===== src/verilog/pefs_pkg.sv =====
// Package of the transceiver event flag and status register group.
// Assumes a 32-bit Avalon-MM slave with word registers at index*4 byte addresses.
package pefs_pkg;
    // Register indices as printed; the byte address is four times the index.
    localparam logic [7:0] PEFS_IDX_POLARITY = 8'h1b;
    localparam logic [7:0] PEFS_IDX_FLAGS    = 8'h1d;
    localparam logic [7:0] PEFS_IDX_MASK     = 8'h1e;
    localparam logic [7:0] PEFS_IDX_SPECIAL  = 8'h1f;
    localparam int         PEFS_ADDR_W       = 8;
    // Field positions.
    localparam int PEFS_POL_BIT     = 4;
    localparam int PEFS_FLAG_LO     = 1;
    localparam int PEFS_FLAG_HI     = 10;
    localparam int PEFS_NEG_DONE    = 12;
    localparam int PEFS_SPD_LO      = 2;
    localparam int PEFS_SPD_HI      = 4;
    // Valid flag bits: 10 down to 1, others reserved and read as zero.
    localparam logic [15:0] PEFS_FLAG_VALID = 16'h07fe;
    localparam logic [15:0] PEFS_FLAG_RST   = 16'h0000;
    localparam logic [15:0] PEFS_MASK_RST   = 16'h0000;
    localparam logic [2:0]  PEFS_SPD_RST    = 3'h0;
    // Speed and duplex codes.
    localparam logic [2:0] PEFS_SPD_10_HD  = 3'h1;
    localparam logic [2:0] PEFS_SPD_10_FD  = 3'h5;
    localparam logic [2:0] PEFS_SPD_100_HD = 3'h2;
    localparam logic [2:0] PEFS_SPD_100_FD = 3'h6;
    // Bus slave states.
    typedef enum logic [2:0] {
        PEFS_IDLE = 3'b001,
        PEFS_ACK  = 3'b010,
        PEFS_DONE = 3'b100
    } pefs_state_e;
endpackage


===== src/verilog/pefs_top.sv =====
// Event flag, enable mask and negotiation status registers of the transceiver.
// Assumes event inputs synchronous to clk_sys and an Avalon-MM master on the bus.
//
// Summary of operation
// - Status bit 4 shows 10BASE-T receive polarity, one means reversed.
// - Flag 10 latches on transmit buffer overflow until written clear.
// - Flag 9 latches on transmit buffer underflow until written clear.
// - Flag 8 latches on idle error counter overflow until written clear.
// - Flag 7 latches on a rising change of the energy detected level.
// - Flag 6 latches when auto-negotiation completes until written clear.
// - Flag 5 latches when a remote fault is seen until written clear.
// - Flag 4 latches when the link goes down until written clear.
// - Flag 3 latches when the partner acknowledges until written clear.
// - Flag 2 latches on parallel detect or master/slave fault.
// - Flag 1 latches when a negotiation page arrives until written clear.
// - Enable bits 10 to 1 mask their flags; all reset to zero.
// - Bits 15 to 11 and bit 0 are reserved and read zero.
// - Special status bit 12 shows negotiation done.
// - Reading special status clears nothing.
// - Special status bits 4:2 hold the speed and duplex code.
// - Speed and duplex field loads from the negotiation outcome.
//
// Decided for this implementation: the Avalon-MM slave port.
`timescale 1ns/100ps
module pefs_top #(
    parameter int NUM_FLAGS = 10
) (
    // Clock and reset.
    input  wire logic                               clk_sys,
    input  wire logic                               rst,
    // Avalon-MM slave.
    input  wire logic [pefs_pkg::PEFS_ADDR_W+1:0]   avs_address,
    input  wire logic                               avs_read,
    input  wire logic                               avs_write,
    input  wire logic [31:0]                        avs_writedata,
    input  wire logic [3:0]                         avs_byteenable,
    output logic      [31:0]                        avs_readdata,
    output logic                                    avs_waitrequest,
    output logic      [1:0]                         avs_response,
    // Event sources from the transceiver core.
    input  wire logic                               tx_buf_overflow,
    input  wire logic                               tx_buf_underflow,
    input  wire logic                               idle_err_overflow,
    input  wire logic                               energy_detected,
    input  wire logic                               negotiation_done,
    input  wire logic                               remote_fault,
    input  wire logic                               link_up,
    input  wire logic                               partner_ack,
    input  wire logic                               detect_config_fault,
    input  wire logic                               page_received,
    // Status sources.
    input  wire logic                               line_polarity_reversed,
    input  wire logic                               result_valid,
    input  wire logic [2:0]                         resolved_speed_duplex,
    // Interrupt request.
    output logic                                    irq_reg
);
    import pefs_pkg::*;

    // The flag field is bits 10 to 1 of a sixteen-bit word, so no other count fits.
    if (NUM_FLAGS != PEFS_FLAG_HI - PEFS_FLAG_LO + 1) begin : g_bad_num_flags
        $error("NUM_FLAGS must match the ten flag bits");
    end

    ////////////////////////////////////////////////////////////////////////////
    // Event edges and latched flags.

    logic [NUM_FLAGS-1:0] src_level;
    logic [NUM_FLAGS-1:0] set_pulse;
    logic [NUM_FLAGS-1:0] flag_bits;
    logic [NUM_FLAGS-1:0] clear_pulse;
    // Flag and mask words as software sees them.
    logic [15:0]          event_source_flags;
    logic [15:0]          event_enable_mask_reg;
    logic                 flag_write;

    // Source levels, index 0 is flag bit 1. Link down is the fall of link_up.
    assign src_level = {tx_buf_overflow, tx_buf_underflow, idle_err_overflow,
                        energy_detected, negotiation_done, remote_fault,
                        ~link_up, partner_ack, detect_config_fault,
                        page_received};

    // each source sets its own latched flag on a rising edge.
    generate
        for (genvar i = 0; i < NUM_FLAGS; i++) begin : g_flag
            pefs_edge u_edge (
                .clk_sys    (clk_sys),
                .rst        (rst),
                .level_in   (src_level[i]),
                .rise_pulse (set_pulse[i])
            );
            pefs_flag u_flag (
                .clk_sys     (clk_sys),
                .rst         (rst),
                .set_pulse   (set_pulse[i]),
                .clear_pulse (clear_pulse[i]),
                .flag_reg    (flag_bits[i])
            );
        end
    endgenerate

    assign event_source_flags = {5'h00, flag_bits, 1'b0};

    ////////////////////////////////////////////////////////////////////////////
    // Bus slave: one wait cycle, then a one-cycle acknowledge.
    // The wait cycle lets read data come straight from a flop; the price is that
    // back-to-back requests cost three cycles each. A request that is raised in the
    // recovery cycle is not lost: it is taken once the slave is idle again.
    // Partial writes that miss either low byte lane are ignored as a whole.

    pefs_state_e          state_reg;
    logic [PEFS_ADDR_W-1:0] word_idx;
    logic                 hit_pol;
    logic                 hit_flags;
    logic                 hit_mask;
    logic                 hit_spec;
    logic                 hit_any;
    logic                 wr_lo;
    logic [15:0]          rd_word;
    logic                 pol_reg;
    logic                 neg_done_reg;
    logic [2:0]           speed_reg;

    assign word_idx = avs_address[PEFS_ADDR_W+1:2];

    // Address decode.
    // An index outside the four registers hits nothing and answers with an error code.
    always_comb begin
        hit_pol   = 1'b0;
        hit_flags = 1'b0;
        hit_mask  = 1'b0;
        hit_spec  = 1'b0;
        if (word_idx == PEFS_IDX_POLARITY) begin
            hit_pol = 1'b1;
        end else if (word_idx == PEFS_IDX_FLAGS) begin
            hit_flags = 1'b1;
        end else if (word_idx == PEFS_IDX_MASK) begin
            hit_mask = 1'b1;
        end else if (word_idx == PEFS_IDX_SPECIAL) begin
            hit_spec = 1'b1;
        end
    end

    assign hit_any = hit_pol | hit_flags | hit_mask | hit_spec;
    // Writes take effect in the acknowledge cycle, when waitrequest is low.
    assign wr_lo      = (state_reg == PEFS_ACK) && avs_write && (&avs_byteenable[1:0]);
    assign flag_write = wr_lo && hit_flags;
    assign clear_pulse = flag_write ? avs_writedata[PEFS_FLAG_HI:PEFS_FLAG_LO]
                                    : '0;

    // Read data mux; reads have no side effect on status.
    always_comb begin
        rd_word = 16'h0000;
        if (hit_pol) begin
            rd_word[PEFS_POL_BIT] = pol_reg;
        end else if (hit_flags) begin
            rd_word = event_source_flags;
        end else if (hit_mask) begin
            rd_word = event_enable_mask_reg;
        end else if (hit_spec) begin
            rd_word[PEFS_NEG_DONE]             = neg_done_reg;
            rd_word[PEFS_SPD_HI:PEFS_SPD_LO]   = speed_reg;
        end
    end

    // Handshake state: IDLE sees a request, ACK drops waitrequest, DONE lets it go.
    // DONE gives the master one edge to drop its request before IDLE looks again.
    always_ff @(posedge clk_sys or posedge rst) begin
        if (rst) begin
            state_reg <= PEFS_IDLE;
        end else begin
            case (state_reg)
                PEFS_IDLE: begin
                    if (avs_read || avs_write) begin
                        state_reg <= PEFS_ACK;
                    end
                end
                PEFS_ACK: begin
                    state_reg <= PEFS_DONE;
                end
                default: begin
                    state_reg <= PEFS_IDLE;
                end
            endcase
        end
    end

    // Waitrequest, read data and response come from flops.
    always_ff @(posedge clk_sys or posedge rst) begin
        if (rst) begin
            avs_waitrequest <= 1'b1;
            avs_readdata    <= 32'h0000_0000;
            avs_response    <= 2'h0;
        end else begin
            avs_waitrequest <= !((state_reg == PEFS_IDLE) && (avs_read || avs_write));
            if ((state_reg == PEFS_IDLE) && avs_read) begin
                avs_readdata <= {16'h0000, rd_word};
            end
            if ((state_reg == PEFS_IDLE) && (avs_read || avs_write)) begin
                avs_response <= hit_any ? 2'h0 : 2'h3;
            end
        end
    end

    ////////////////////////////////////////////////////////////////////////////
    // Mask and status registers.

    // enable mask, writable bits 10 to 1 only.
    // Reserved bits are cut on the way in, so they can never read back as one.
    always_ff @(posedge clk_sys or posedge rst) begin
        if (rst) begin
            event_enable_mask_reg <= PEFS_MASK_RST;
        end else if (wr_lo && hit_mask) begin
            event_enable_mask_reg <= avs_writedata[15:0] & PEFS_FLAG_VALID;
        end
    end

    // polarity and done indication track the core.
    always_ff @(posedge clk_sys or posedge rst) begin
        if (rst) begin
            pol_reg      <= 1'b0;
            neg_done_reg <= 1'b0;
        end else begin
            pol_reg      <= line_polarity_reversed;
            neg_done_reg <= negotiation_done;
        end
    end

    // speed field loads the negotiation result, encoding.
    always_ff @(posedge clk_sys or posedge rst) begin
        if (rst) begin
            speed_reg <= PEFS_SPD_RST;
        end else if (result_valid) begin
            speed_reg <= resolved_speed_duplex;
        end
    end

    // interrupt from any enabled flag.
    // Registered so the request is glitch free; it trails its flag by one cycle.
    always_ff @(posedge clk_sys or posedge rst) begin
        if (rst) begin
            irq_reg <= 1'b0;
        end else begin
            irq_reg <= |(event_source_flags & event_enable_mask_reg);
        end
    end

    // every flag latches on its edge, clears by a one, holds otherwise.
    // A level held high sets its flag once only, so a stuck source cannot refill it.
    for (genvar j = 0; j < NUM_FLAGS; j++) begin : g_flag_chk

    end
endmodule


===== src/verilog/pefs_edge.sv =====
// Rising edge detector for one event source level.
// Assumes the level is synchronous to clk_sys.
`timescale 1ns/100ps
module pefs_edge (
    // Clock and reset.
    input  wire logic clk_sys,
    input  wire logic rst,
    // Level in, pulse out.
    input  wire logic level_in,
    output logic      rise_pulse
);
    logic level_reg;

    // Previous level, so a level held across reset does not fire.
    always_ff @(posedge clk_sys or posedge rst) begin
        if (rst) begin
            level_reg <= 1'b1;
        end else begin
            level_reg <= level_in;
        end
    end

    // One cycle pulse on the low to high change.
    assign rise_pulse = level_in & ~level_reg;
endmodule


===== src/verilog/pefs_flag.sv =====
// One latched event flag: set by hardware, cleared by a software write of one.
// Assumes set and clear are single-cycle pulses on clk_sys.
`timescale 1ns/100ps
module pefs_flag (
    // Clock and reset.
    input  wire logic clk_sys,
    input  wire logic rst,
    // Set and clear.
    input  wire logic set_pulse,
    input  wire logic clear_pulse,
    output logic      flag_reg
);
    // The set wins over the clear so no event is lost.
    always_ff @(posedge clk_sys or posedge rst) begin
        if (rst) begin
            flag_reg <= 1'b0;
        end else if (set_pulse) begin
            flag_reg <= 1'b1;
        end else if (clear_pulse) begin
            flag_reg <= 1'b0;
        end
    end
endmodule


===== config.mk =====
export PLATFORM = sky130hd
export DESIGN_NAME = pefs_top
export DESIGN_NICKNAME = d
export VERILOG_FILES = /design/src/verilog/pefs_pkg.sv /design/src/verilog/pefs_top.sv /design/src/verilog/pefs_edge.sv /design/src/verilog/pefs_flag.sv
export SDC_FILE = /design/constraint.sdc
export NUM_CORES = 1
export LEC_CHECK = 0
export BUFFER_PORTS_ARGS = -buffer_cell sky130_fd_sc_hd__buf_2
export CELL_PAD_IN_SITES_DETAIL_PLACEMENT = 1
export CELL_PAD_IN_SITES_GLOBAL_PLACEMENT = 1
export CORE_UTILIZATION = 38
export CTS_CLUSTER_SIZE = 30
export DETAILED_ROUTE_END_ITERATION = 10
export HOLD_SLACK_MARGIN = 0.15
export PLACE_DENSITY_LB_ADDON = 0.1
export SLEW_MARGIN = 20
export SYNTH_ARGS = -nofsm -noshare
export SYNTH_HDL_FRONTEND = slang
export SYNTH_SLANG_ARGS = --single-unit

===== constraint.sdc =====
create_clock -name clk_sys -period 4.3 [get_ports clk_sys]
set_input_delay 0.86 -clock clk_sys [delete_from_list [all_inputs] [get_ports clk_sys]]
set_output_delay 0.86 -clock clk_sys [all_outputs]
set_load 0.03 [all_outputs]

* After elaboration in Yosys (flattened, before gate mapping)
Cells that the tools add are included.
** Word-level totals
- Output and inout port bits :: 36
- Input port bits :: 65
- Logic and storage cells :: 125
- Bits in registers :: 58
** Cells by class
- Reduce and logical (&&, ||, !) cells :: 20
- Multiplexer cells :: 44
- Equality and inequality tests :: 7
- Bitwise logic cells :: 25
** Operators by type and width (number)
- 1-bit 2-to-1 mux :: 33
- 8-bit by 5-bit == test with 1-bit output, second input constant :: 4
- 2-bit nonzero test :: 10
- 16-bit OR reduction :: 1
- 13-bit 2-to-1 mux :: 1
- 11-bit AND :: 1
- 11-bit 2-to-1 mux :: 1
- 1-bit inverter :: 11
- 1-bit AND :: 10
- 10-bit 2-to-1 mux :: 1
- 3-bit 2-to-1 mux :: 3
- 1-bit logical AND :: 6
- 6-bit 2-to-1 mux :: 1
- 3-bit case mux with 2 select lines :: 1
- 2-bit 2-to-1 mux :: 2
- 4-bit 2-to-1 mux :: 1
- 3-bit by 1-bit == test with 1-bit output, second input constant :: 1
- 3-bit by 2-bit == test with 1-bit output, second input constant :: 1
- 1-bit bitwise OR :: 3
- 2-bit != test, second input constant :: 1
- 2-bit AND reduction :: 1
- 1-bit logical NOT :: 1
- 1-bit logical OR :: 1

* Depth between registers and ports, before layout
- Depth after elaboration :: 9
- Gate-level depth with buffers :: 5
- Depth with buffers taken out :: 3

* Hierarchy
Synthesis repeated with hierarchy kept, for this count alone.
** Unflattened totals
- Cell total of the unflattened synthesis :: 220
- Area total of the unflattened synthesis :: 2498.6 um^2
** By module, submodules not included
- pefs_top :: cells each 150, instances 1, area an instance 1660.3 um^2
- pefs_edge :: cells each 3, instances 10, area an instance 43.8 um^2
- pefs_flag :: cells each 4, instances 10, area an instance 40.0 um^2

* Least setup slack after synthesis
OpenSTA, ideal clock, no wires.
- Path type :: input to register
- Start point :: in avs_address[9] in the netlist's numbering
- End point :: reg g_flag[6].u_flag.flag_reg
- Arrival :: 2.390 ns
- Cell stages on the path :: 4
- Required time :: 4.174 ns
- Path buffers :: 1
- Library setup time :: 0.126 ns
- Setup slack :: 1.784 ns
- Cells stage by stage :: or4b_4 or4_4 buf_6 a221o_1
** On the way
- Word-level cells in the longest chain between the ends :: 6
- Elaborated cells on any way between the ends :: 7
- Classes of those cells :: 2 x eq/ne; 3 x mux; 2 x reduce/logical
** RTL lines
- start: declaration :: RTL line pefs_top.sv:32 : input wire logic [pefs_pkg::PEFS_ADDR_W+1:0] avs_address,
- 8-bit by 5-bit == test with 1-bit output :: RTL line pefs_top.sv:135 : end else if (word_idx == PEFS_IDX_FLAGS) begin
- 1-bit 2-to-1 mux :: RTL line pefs_top.sv:135
- 1-bit 2-to-1 mux * :: RTL line pefs_top.sv:133 : if (word_idx == PEFS_IDX_POLARITY) begin
- 1-bit logical AND * :: RTL line pefs_top.sv:147 : assign flag_write = wr_lo && hit_flags;
- 10-bit 2-to-1 mux * :: RTL line pefs_top.sv:148 : assign clear_pulse = flag_write ? avs_writedata[PEFS_FLAG_HI:PEFS_FLAG_LO]
- 2-bit nonzero test (no source line) *
- end signal: assignment :: RTL line pefs_flag.sv:16 : flag_reg <= 1'b0;
- end signal: assignment :: RTL line pefs_flag.sv:18 : flag_reg <= 1'b1;
- end signal: assignment :: RTL line pefs_flag.sv:20 : flag_reg <= 1'b0;
- end: declaration :: RTL line pefs_flag.sv:11 : output logic flag_reg
Every way passes the cells marked *; elsewhere a longest branch is shown, timed or not.
A chain may end at the register's enable or synchronous reset.

* Worst setup path after layout
- Start point :: in avs_address[9] in the netlist's numbering
- End point :: reg event_enable_mask_reg[6]
** On the way
- Word-level cells in the longest chain between the ends :: 5
- Elaborated cells on any way between the ends :: 7
- Classes of those cells :: 3 x eq/ne; 3 x mux; 1 x reduce/logical
** RTL lines
- 8-bit by 5-bit == test with 1-bit output :: RTL line pefs_top.sv:137 : end else if (word_idx == PEFS_IDX_MASK) begin
- 1-bit 2-to-1 mux :: RTL line pefs_top.sv:137
- 1-bit 2-to-1 mux :: RTL line pefs_top.sv:135
- 1-bit 2-to-1 mux * :: RTL line pefs_top.sv:133
- 1-bit logical AND * :: RTL line pefs_top.sv:213 : end else if (wr_lo && hit_mask) begin
- end signal: assignment :: RTL line pefs_top.sv:214 : event_enable_mask_reg <= avs_writedata[15:0] & PEFS_FLAG_VALID;
- end: declaration :: RTL line pefs_top.sv:74 : logic [15:0] event_enable_mask_reg;
Marks and branches as above.

==> metrics <==
Area growth, synth to finish 14.3%; Yosys top cell area share 43.0%; delay-heaviest family, CP simple AND/OR/NAND/NOR gates; worst min path class reg2reg; CTS buffer count 5; vias in the first global route 1589; CTS tree built; EDFF count, synth 0; Leakage 1.25 nW; setup slack at placement 1.44 ns; Global Route Usage Sum 16.7%; CTS hold repair buffers 0; setup violators final 0; Post-CTS Setup Bufs 0; dominant synthesized flop cell dfrtp_1; sequential area share after synthesis 56.5%; first-pass GRT wire length 7920 µm; clock root buffer clkbuf_8; Antenna Diode Count 0; # Max-Cap Violations 0; Buffers on Ports 53; Hold Slack 0.483 ns; Ys Warns 0; FF+latch count, synth 52; final worst-path cycle share 57.6%; final WL 4790 µm; Row Count 28; Period minus WS final 2.48 ns; WL per Instance 15.0 µm; Post-synth ARST share 100%; final core occ 44.9%; Max-slew headroom 49.1%; Cell Area, Placed 2570 µm²; worst skew pair latency 0.30 ns; Worst Path Class, Setup in2reg; largest net degree at the start of global routing 34; most frequent cells after synthesis dfrtp_1, buf_4, mux2_2; Max VDD drop 197 µV; Largest register FFs 11; Congestion Overflow GR 0; fin. max-slew vios 0; final setup margin 1.82 ns; unique cell type count in the Yosys netlist 33; CP max FO 10; actual slew at the worst max-slew pin 0.763 ns; io pins 101; Levels on crit path 4; Initial Util 39.3%; CTS clk-pin slew, worst paths 0.09 ns; critical path endpoint category flop; die height 80.3 µm; via count 1569; DP HPWL 3420 µm; number of DRC markers in iteration 0 57; PwrDens 367 nW/µm²; Synth area leader dfrtp_1; Buf/Inv on CP 1; crit path DAT 2.67 ns; Worst path slowest cell nor4_4; WHS Path Cells 2; status finished, final reports clean; mean post-synth cell area 12.1 µm²; setup TNS 0 ns; design area 2660 µm²; most common cell in the netlist dfrtp_1; H-tree levels 2; crit-path cells buf_2 > or4b_4 > nor4_4 > mux2_2; # resized after CTS 0; CTS max path bufs 2; vias per inst 4.90; fraction of layout cells with a size suffix above 1 38.8%; RSZ-0062 raised after global routing false; Max stage delay on crit path 0.72 ns; Die X 80.3 µm; CP Launch Type primary input; Die Area 6440 µm²; Final Hold Fails 0; Layout Nets 309; fmax 0.404 GHz; synthesized cell area 2330 µm²; Reg2Reg Depth 3; Worst Skew 0.00547 ns; Post-Syn Instances 192; Core ar. 5920 µm²; Post-DRT Antenna Nets 0; initial antenna violation count 0; CP required 4.49 ns; Synth area leaders dfrtp_1, dfstp_2, mux2_2; 1st-pass router iterations 4; DRC 0; gp weighted congestion 0.663; clock sink count 52; Most flops, register avs_readdata
==> layout by cell type (no fill, tap or decap), types with 2 or more instances in the layout <==
cell       n
nand2_1   13
conb_1    21
buf_2     53
clkbuf_1   2
clkbuf_8   6
nand3_1    2
dfstp_2   12
inv_1     12
a22oi_1   12
o21ai_0   10
mux2_2    17
dfrtp_1   40
nor2b_1   11
a221o_1    9
nand4b_1   2
nor4b_1    2
and4b_1    2
nor2_1     2
==> cell families (layout without fill, tap and decap cells) <==
group | Yosys count | count (layout) | share of synthesized area (%)
buffers and inverters | 42 | 75 | 10.6
other | 1 | 21 | 0.161
AOI/OAI and AO/OA | 37 | 37 | 12.0
and+or+nand+nor | 42 | 42 | 12.0
DFF | 52 | 52 | 56.5
muxes | 17 | 17 | 8.22
adders and majority gates | 1 | 1 | 0.430
==> power breakdown <==
part / internal [mW] / leakage (nW) / switching [mW]
registers: 0.526 / 0.614 / 0.0155
logic: 0.0466 / 0.589 / 0.101
clock network: 0.132 / 0.0455 / 0.155
total: 0.705 / 1.25 / 0.271
==> worst register-to-register path: cells and delay by family, from the launching register on <==
kind	cells	cell delay (ns)
AND/OR/NAND/NOR	2	1.23
multiplexers	1	0.42
flip-flops	1	0.41
==> area by class of cell <==
type                       count  area [µm²]
fill                         679        3260
sequential                    52        1320
multi-input combinational    118         840
timing repair buffer          54         273
tap                           75        93.8
clock buffer                   8        90.1
inverter                      13        48.8
==> metal layers <==
metal  GRT usage (%)  vias to the layer above  wire (µm)
met5               0                        -          0
met1            21.5                      777       2250
met2            27.4                       48       2260
met3            4.32                        7        223
met4            5.36                        0         60
li1                -                      737          -
==> per-stage QoR <==
step	instances	total power, mW
floorplan	212	0.668
global placement	312	0.699
detailed placement	312	0.703
CTS	320	0.991
global route	320	1.03
finish	320	0.976
==> final timing paths <==
path / startpoint / to / slack [ns]
worst max register to register: state_reg[2]$_DFFE_PP0P_ / event_enable_mask_reg[6]$_DFFE_PP0P_ / 2.14
worst max-delay path: avs_address[9] / event_enable_mask_reg[6]$_DFFE_PP0P_ / 1.82
worst min register to register: avs_readdata[4]$_DFFE_PP0P_ / avs_readdata[4]$_DFFE_PP0P_ / 0.48
max in group asynchronous: rst / g_flag[8].u_edge.level_reg$_DFF_PP1_ / 2.95
min in group asynchronous: rst / irq_reg$_DFF_PP0_ / 0.54
worst min-delay path: avs_readdata[4]$_DFFE_PP0P_ / avs_readdata[4]$_DFFE_PP0P_ / 0.48
Power figures use the tool's default switching activity.
